File: config.mk
export PLATFORM = sky130hd
export DESIGN_NAME = srw_supervisor
export DESIGN_NICKNAME = d
export VERILOG_FILES = /design/src/logic/srw_pkg.sv /design/src/logic/srw_supervisor.sv
export SDC_FILE = /design/constraint.sdc
export NUM_CORES = 1
export LEC_CHECK = 0
export BUFFER_PORTS_ARGS = -buffer_cell sky130_fd_sc_hd__clkbuf_2
export CORE_ASPECT_RATIO = 0.75
export CORE_MARGIN = 4
export CORE_UTILIZATION = 62
export DETAILED_ROUTE_END_ITERATION = 6
export GPL_ROUTABILITY_DRIVEN = 0
export PLACE_DENSITY = 0.82
export SKIP_CTS_REPAIR_TIMING = 1
export SYNTH_ARGS = -nofsm -noshare
export SYNTH_HDL_FRONTEND = slang
export SYNTH_SLANG_ARGS = --single-unit
File: constraint.sdc
create_clock -name clock -period 2.06 [get_ports clock]
set_input_delay 0.103 -clock clock [delete_from_list [all_inputs] [get_ports clock]]
set_output_delay 0.103 -clock clock [all_outputs]
set_load 0.03 [all_outputs]
File: src/logic/srw_pkg.sv
// Shared timing constants and state encoding for the supervisory reset block
`default_nettype none
package srw_pkg;
  // Clock period of the internal timebase, in ns
  localparam int unsigned CLK_PERIOD_NS = 10;
  // Reset hold period, nominal figure in ms (range 140 to 280)
  localparam longint unsigned RESET_HOLD_PERIOD_MS = 210;
  localparam longint unsigned RESET_HOLD_CYCLES =
    RESET_HOLD_PERIOD_MS * 1000000 / CLK_PERIOD_NS;
  // Watchdog period, nominal figure in ms (range 1120 to 2400)
  localparam longint unsigned WATCHDOG_PERIOD_MS = 1760;
  localparam longint unsigned WATCHDOG_CYCLES =
    WATCHDOG_PERIOD_MS * 1000000 / CLK_PERIOD_NS;
  // Supply-low qualification time in us
  localparam int unsigned SUPPLY_QUAL_US = 40;
  localparam int unsigned SUPPLY_QUAL_CYCLES = SUPPLY_QUAL_US * 1000 / CLK_PERIOD_NS;
  // Manual reset debounce in ns: above the 100 ns noise pulse, below the 1000 ns minimum
  localparam int unsigned MANUAL_DEBOUNCE_NS = 500;
  localparam int unsigned MANUAL_DEBOUNCE_CYCLES = MANUAL_DEBOUNCE_NS / CLK_PERIOD_NS;
  // Narrowest service pulse in ns; one clock resolves it
  localparam int unsigned WATCHDOG_PULSE_MIN_NS = 50;
  localparam int unsigned COUNT_W = 32;
  localparam int unsigned QUAL_W = 13;
  localparam logic [QUAL_W-1:0] QUAL_ZERO = 13'h0000;
  localparam logic [QUAL_W-1:0] QUAL_ONE = 13'h0001;
  localparam logic [COUNT_W-1:0] COUNT_ZERO = 32'h0000_0000;
  localparam logic [COUNT_W-1:0] COUNT_ONE = 32'h0000_0001;
  typedef enum logic [1:0] {
    SRW_RUN = 2'b00,
    SRW_ACTIVE = 2'b01,
    SRW_HOLD = 2'b10
  } srw_state_t;
endpackage
`default_nettype wire

File: src/logic/srw_supervisor.sv
// Supervisory reset generator: supply-low, manual reset and watchdog causes
`timescale 1ns/10ps
`default_nettype none

// Shared by supply and manual causes: same qualify-then-flag behaviour
// Counts consecutive active samples and flags once the count is reached
module srw_qualify #(
  parameter logic [srw_pkg::QUAL_W-1:0] LIMIT = 13'h0001
) (
  input wire logic clock,
  input wire logic clear,
  input wire logic active,
  output logic qualified_r
);
  logic [srw_pkg::QUAL_W-1:0] cnt_r;

  // A single inactive sample restarts the count, so only steady levels act
  always_ff @(posedge clock)
  begin
    if (clear || !active)
    begin
      cnt_r <= srw_pkg::QUAL_ZERO;
      qualified_r <= 1'b0;
    end
    else if (cnt_r < LIMIT - srw_pkg::QUAL_ONE)
      cnt_r <= cnt_r + srw_pkg::QUAL_ONE;
    else
      qualified_r <= 1'b1;
  end
endmodule

module srw_supervisor #(
  parameter bit WATCHDOG_EN = 1'b1,
  parameter bit MANUAL_EN = 1'b1,
  // Counters are 32 bits: enough for the nominal periods at 100 MHz
  parameter logic [31:0] HOLD_CYCLES = 32'(srw_pkg::RESET_HOLD_CYCLES),
  parameter logic [31:0] WDOG_CYCLES = 32'(srw_pkg::WATCHDOG_CYCLES)
) (
  input wire logic clock,
  input wire logic sys_rst,
  input wire logic supply_low,
  input wire logic manual_reset_n,
  input wire logic watchdog_service_in,
  input wire logic watchdog_service_float,
  output logic reset_n_r,
  output logic reset_r
);
  // Qualification limits in clock cycles
  localparam logic [12:0] SUPPLY_QUAL = 13'(srw_pkg::SUPPLY_QUAL_CYCLES);
  localparam logic [12:0] MANUAL_QUAL = 13'(srw_pkg::MANUAL_DEBOUNCE_CYCLES);

  logic supply_q_r;
  logic manual_q_r;
  logic manual_clear;
  logic service_prev_r;
  logic service_edge;
  logic [31:0] wdog_cnt_r;
  logic wdog_fire;
  logic [31:0] hold_cnt_r;
  logic hold_done;
  srw_pkg::srw_state_t state_r;
  srw_pkg::srw_state_t state_nxt;
  logic cause;
  logic assert_nxt;

  // Supply-low must persist before acting, so short dips are ignored
  srw_qualify #(
    .LIMIT(SUPPLY_QUAL)
  ) u_supply_qual (
    .clock(clock),
    .clear(sys_rst),
    .active(supply_low),
    .qualified_r(supply_q_r)
  );

  // An absent manual input is treated as released
  assign manual_clear = sys_rst || !MANUAL_EN;

  // Manual debounce; the 500 ns qualification also sets the manual-to-reset delay
  srw_qualify #(
    .LIMIT(MANUAL_QUAL)
  ) u_manual_qual (
    .clock(clock),
    .clear(manual_clear),
    .active(!manual_reset_n),
    .qualified_r(manual_q_r)
  );

  // Previous service level for edge detection
  always_ff @(posedge clock)
  begin
    if (sys_rst)
      service_prev_r <= 1'b0;
    else
      service_prev_r <= watchdog_service_in;
  end

  // Either polarity counts, and one sample is enough for a 50 ns pulse
  assign service_edge = watchdog_service_in != service_prev_r;

  // Watchdog counter; held at full count while firing so it cannot wrap
  always_ff @(posedge clock)
  begin
    if (sys_rst || !WATCHDOG_EN)
      wdog_cnt_r <= srw_pkg::COUNT_ZERO;
    else if (!reset_n_r)
      wdog_cnt_r <= srw_pkg::COUNT_ZERO;
    else if (watchdog_service_float)
      wdog_cnt_r <= srw_pkg::COUNT_ZERO;
    else if (service_edge)
      wdog_cnt_r <= srw_pkg::COUNT_ZERO;
    else if (!wdog_fire)
      wdog_cnt_r <= wdog_cnt_r + srw_pkg::COUNT_ONE;
  end

  // Timeout needs an enabled, driven, quiet input and a full count
  always_comb
  begin
    wdog_fire = 1'b0;
    if (WATCHDOG_EN && reset_n_r && !watchdog_service_float && !service_edge)
    begin
      if (wdog_cnt_r >= WDOG_CYCLES - srw_pkg::COUNT_ONE)
        wdog_fire = 1'b1;
    end
  end

  // Level causes; the watchdog acts only through its one-shot timeout
  assign cause = supply_q_r || manual_q_r;

  assign hold_done = hold_cnt_r >= HOLD_CYCLES - srw_pkg::COUNT_ONE;

  // Level causes keep reset in ACTIVE; a timeout only starts a hold
  always_comb
  begin
    state_nxt = state_r;
    case (state_r)
      srw_pkg::SRW_RUN:
      begin
        if (cause)
          state_nxt = srw_pkg::SRW_ACTIVE;
        else if (wdog_fire)
          state_nxt = srw_pkg::SRW_HOLD;
      end
      srw_pkg::SRW_ACTIVE:
      begin
        if (!cause)
          state_nxt = srw_pkg::SRW_HOLD;
      end
      srw_pkg::SRW_HOLD:
      begin
        if (cause)
          state_nxt = srw_pkg::SRW_ACTIVE;
        else if (hold_done)
          state_nxt = srw_pkg::SRW_RUN;
      end
      // An illegal code falls back to a full hold rather than releasing
      default:
        state_nxt = srw_pkg::SRW_HOLD;
    endcase
  end

  // Power-up behaves as a cause clearing: one full hold period first
  always_ff @(posedge clock)
  begin
    if (sys_rst)
      state_r <= srw_pkg::SRW_HOLD;
    else
      state_r <= state_nxt;
  end

  // Counts only while the hold state persists; any cause restarts it
  always_ff @(posedge clock)
  begin
    if (sys_rst || state_r != srw_pkg::SRW_HOLD || state_nxt != srw_pkg::SRW_HOLD)
      hold_cnt_r <= srw_pkg::COUNT_ZERO;
    else
      hold_cnt_r <= hold_cnt_r + srw_pkg::COUNT_ONE;
  end

  // Reset is asserted in every state except run
  assign assert_nxt = (state_nxt != srw_pkg::SRW_RUN);

  // Both outputs come from the same next value, so they never disagree
  always_ff @(posedge clock)
  begin
    if (sys_rst)
      reset_n_r <= 1'b0;
    else
      reset_n_r <= !assert_nxt;
  end

  // Separate flop keeps the active-high pin free of any gate after the register
  always_ff @(posedge clock)
  begin
    if (sys_rst)
      reset_r <= 1'b1;
    else
      reset_r <= assert_nxt;
  end
endmodule
`default_nettype wire

==> reports/qor.txt <==
Path category of the worst min-delay check: in -> reg
Post-place setup slack: -78.74 ps
Fin crit share: 101.4%
Quantity of I/O buffers inserted on ports: 7
RSZ-0062 raised after global routing: yes
Hold-critical path endpoint: service_prev_r
Number of enable flip-flop cells after synthesis: 0
Fin area: 4785 um^2
Biggest area contributors in the synthesized netlist: dfxtp_1, nor2_1, xnor2_1
Num CTS Buffers: 9
Endpoint of the worst register-to-register path: wdog_cnt_r[13]
Clk buf depth: 2
Wire length of the first global-routing pass: 14300 um
Number of iterations in the first detailed-routing pass: 4
Leading register cell type out of synthesis: dfxtp_1
H-tree levels: 3
Routed len/inst: 14.55 um
Worst Path Class, Setup: reg -> reg
Area of the die: 8107 um^2
Antenna diode count: 0
Via count of the routed design: 3357
Crit path max fanout: 7
Remaining Overflow, GRT: 0
Violations in the final reports: negative setup slack
Crit start category: flip-flop
Height of the chip: 78.99 um
Number of storage elements in the synthesis netlist: 97
R2R setup slack: -30 ps
Proportion of synthesized flip-flops having asynchronous set or reset: 0%
Worst reg2reg path startpoint: wdog_cnt_r[31]
Synthesized area per cell: 9.035 um^2
WP data required: 2320 ps
Final HPWL DP: 5685 um
Kind of capture point of the worst setup path: flip-flop
Clock Pin Slew Worst Setup and Hold Paths: 100 ps
Power density cells: 667.2 nW/um^2
Number of sinks on the clock net: 97
Yosys warnings: 0
Clock insertion delay at the later pin of the skew report: 380 ps
Layout fillers: 430
Drc violations: 0
Final-report hold violation count: 0
Cell Area, Placed: 4412 um^2
Post-synth top area cell: dfxtp_1
Data arrival, critical path: 2350 ps
Antenna-violating nets left: 0
Chip width: 102.6 um
Final hold slack: 34.63 ps
Leak pwr: 0.001653 uW
Area added between synthesis and finish: 14.87%
Final layout net count: 511
Worst r2r path cells: 7
Total routing usage reported by global routing: 22.03%
Slew Limit Headroom: 56.04%
Min Tclk post-route: 2088 ps
Number of maximum-capacitance violations: 0
Detailed-route wire length: 8543 um
Via count normalized by instance count: 5.719
Worst path setup slack after routing: -28.34 ps
Row Count: 25
Pin count of the biggest net entering global routing: 29
Fraction of post-synthesis cell area in the top cell type by area: 46.62%
I/O pin cnt: 8
Skew final: 16.48 ps
Hold Path Stages: 2
Highest Clock Rate: 0.4789 GHz
TritonCTS clock tree: built
Antenna violations before repair: 0
Synth unique cells: 49
Worst min-delay path startpoint: sys_rst
Sequential-to-total area share from yosys stat: 46.62%
Slew of the pin with the lowest slew margin: 659.4 ps
Starting density of the core: 64.96%
Layout cell share with drive strength beyond 1: 16.80%
Setup Viol. Count Final: 4
Outcome: finished with violations
Post-synthesis instance area: 4165 um^2
Number of global-route vias before repair: 3170
DRC marker count from the first detailed-route iteration: 151
Max-slew violation count: 0
Gate Count Post-Synth: 461
IR drop worst, VDD: 0.0004654 V
Clock root buffer: clkbuf_8
Std-Cell Core Area: 6412 um^2
## layout by cell type, fill, tap and decap left out, types with 2 or more instances in the layout
master	netlist	routed
a2111oi_4	1	3
o31ai_1	8	8
o211ai_2	2	2
conb_1	1	7
or4_1	11	8
a21oi_1	24	22
nand3_1	21	20
nor2b_1	5	5
a211oi_1	5	4
inv_8	0	2
nor3_1	8	7
clkinv_8	0	2
nand2_1	34	32
inv_6	0	2
o21ai_0	14	14
inv_1	11	11
xor2_1	18	18
and4_1	3	3
nor2_1	66	66
o211a_1	2	2
nand2b_1	2	2
and2_1	14	14
nor4_1	4	3
clkbuf_8	0	9
dfxtp_1	97	91
ha_1	4	4
or2_2	2	2
nand4_1	15	15
buf_6	5	6
or3_1	12	12
or4_4	1	4
xnor2_1	26	26
buf_4	0	20
and3_1	13	12
a31oi_1	6	5
clkbuf_2	0	7
a21oi_2	0	2
dfxtp_2	0	5
## where the power goes
part	internal [uW]	switching (uW)	total, uW
logic	22.8	40.4	63.1
clock network	484	748	1230
registers	1890	8.61	1900
## metal layers
layer	up-vias	GRT usage, %	part of all wire, %
met4	0	8.126	1.5
met3	12	6.497	3.6
met5	-	0	0
met1	1577	27.98	47
li1	1701	-	-
met2	67	35.31	48
## per-stage QoR
| stage | power (uW) | instances | utilization (%) | TNS (ps) |
|---|---|---|---|---|
| 5_1_grt | 3318 | 587 | 74.61 | -976.9 |
| 3_3_place_gp | 1999 | 566 | 68.80 | 0 |
| 4_1_cts | 3223 | 582 | 71.98 | -303.5 |
| 2_1_floorplan | 1981 | 467 | - | 0 |
| 6_report | 3192 | 587 | 74.61 | -49.42 |
| 3_5_place_dp | 2003 | 566 | 68.80 | -184.6 |
## flip-flops by register name, summed over array words and instances, names as in the netlist
| signal | count |
|---|---|
| reset_n_r | 1 |
| u_supply_qual.cnt_r | 13 |
| hold_cnt_r | 32 |
| wdog_cnt_r | 32 |
| reset_r | 1 |
| u_supply_qual.qualified_r | 1 |
| u_manual_qual.qualified_r | 1 |
| service_prev_r | 1 |
| state_r | 2 |
| u_manual_qual.cnt_r | 13 |
## kinds of logic after synthesis
kind of cell | after synthesis | synth area share [%]
xor+xnor | 44 | 9.252
buf+inv | 23 | 3.034
mux | 1 | 0.2403
compound gates | 72 | 11.81
other cells | 1 | 0.09003
fa+ha+maj | 4 | 1.202
flops | 97 | 46.62
simple gates | 219 | 27.76
## worst max-delay path, cell delays in order (launching register included)
cell and delay [ps]:
dfxtp_2 340, or4_4 540, nor3b_4 240, o211ai_2 130, a21boi_2 290, buf_2 250, or3_1 140, a21oi_1 60
## synthesized netlist by cell type (2+ instances only)
library cell   n
and4_1         3
o31ai_1        8
and2_1        14
nand2_1       34
o211ai_2       2
dfxtp_1       97
xor2_1        18
nor2_1        66
a31oi_1        6
or2_2          2
or3_1         12
buf_2          2
nand2b_1       2
nor4_1         4
nand4_1       15
inv_1         11
xnor2_1       26
o211a_1        2
nor3b_2        2
a2111oi_2      2
nor2b_1        5
clkbuf_1       5
a21oi_1       24
or4_1         11
a211oi_1       5
o21ai_0       14
nor3_1         8
nand3_1       21
and3_1        13
buf_6          5
ha_1           4
## worst max path at each step
| stage | from | end | slack [ps] | cells after the start |
|---|---|---|---|---|
| after global placement | wdog_cnt_r[11] | wdog_cnt_r[25] | 40 | 7 |
| after floorplan | wdog_cnt_r[31] | wdog_cnt_r[17] | 210 | 7 |
| final | wdog_cnt_r[31] | wdog_cnt_r[13] | -30 | 7 |
| after detailed placement | wdog_cnt_r[12] | wdog_cnt_r[11] | -80 | 7 |
| after CTS | wdog_cnt_r[11] | wdog_cnt_r[11] | -110 | 7 |
| after global routing | wdog_cnt_r[10] | wdog_cnt_r[16] | -100 | 7 |
## final cells by class
class,instances,area (um^2),area share [%]
Multi-Input combinational cell,347,2218,46.37
Sequential cell,97,1952,40.79
Timing Repair Buffer,35,267.8,5.596
Clock buffer,9,123.9,2.589
Tap cell,81,101.3,2.118
Clock inverter,7,80.08,1.674
Inverter,11,41.29,0.8630
Note: power is estimated with default switching activity, not from simulation.
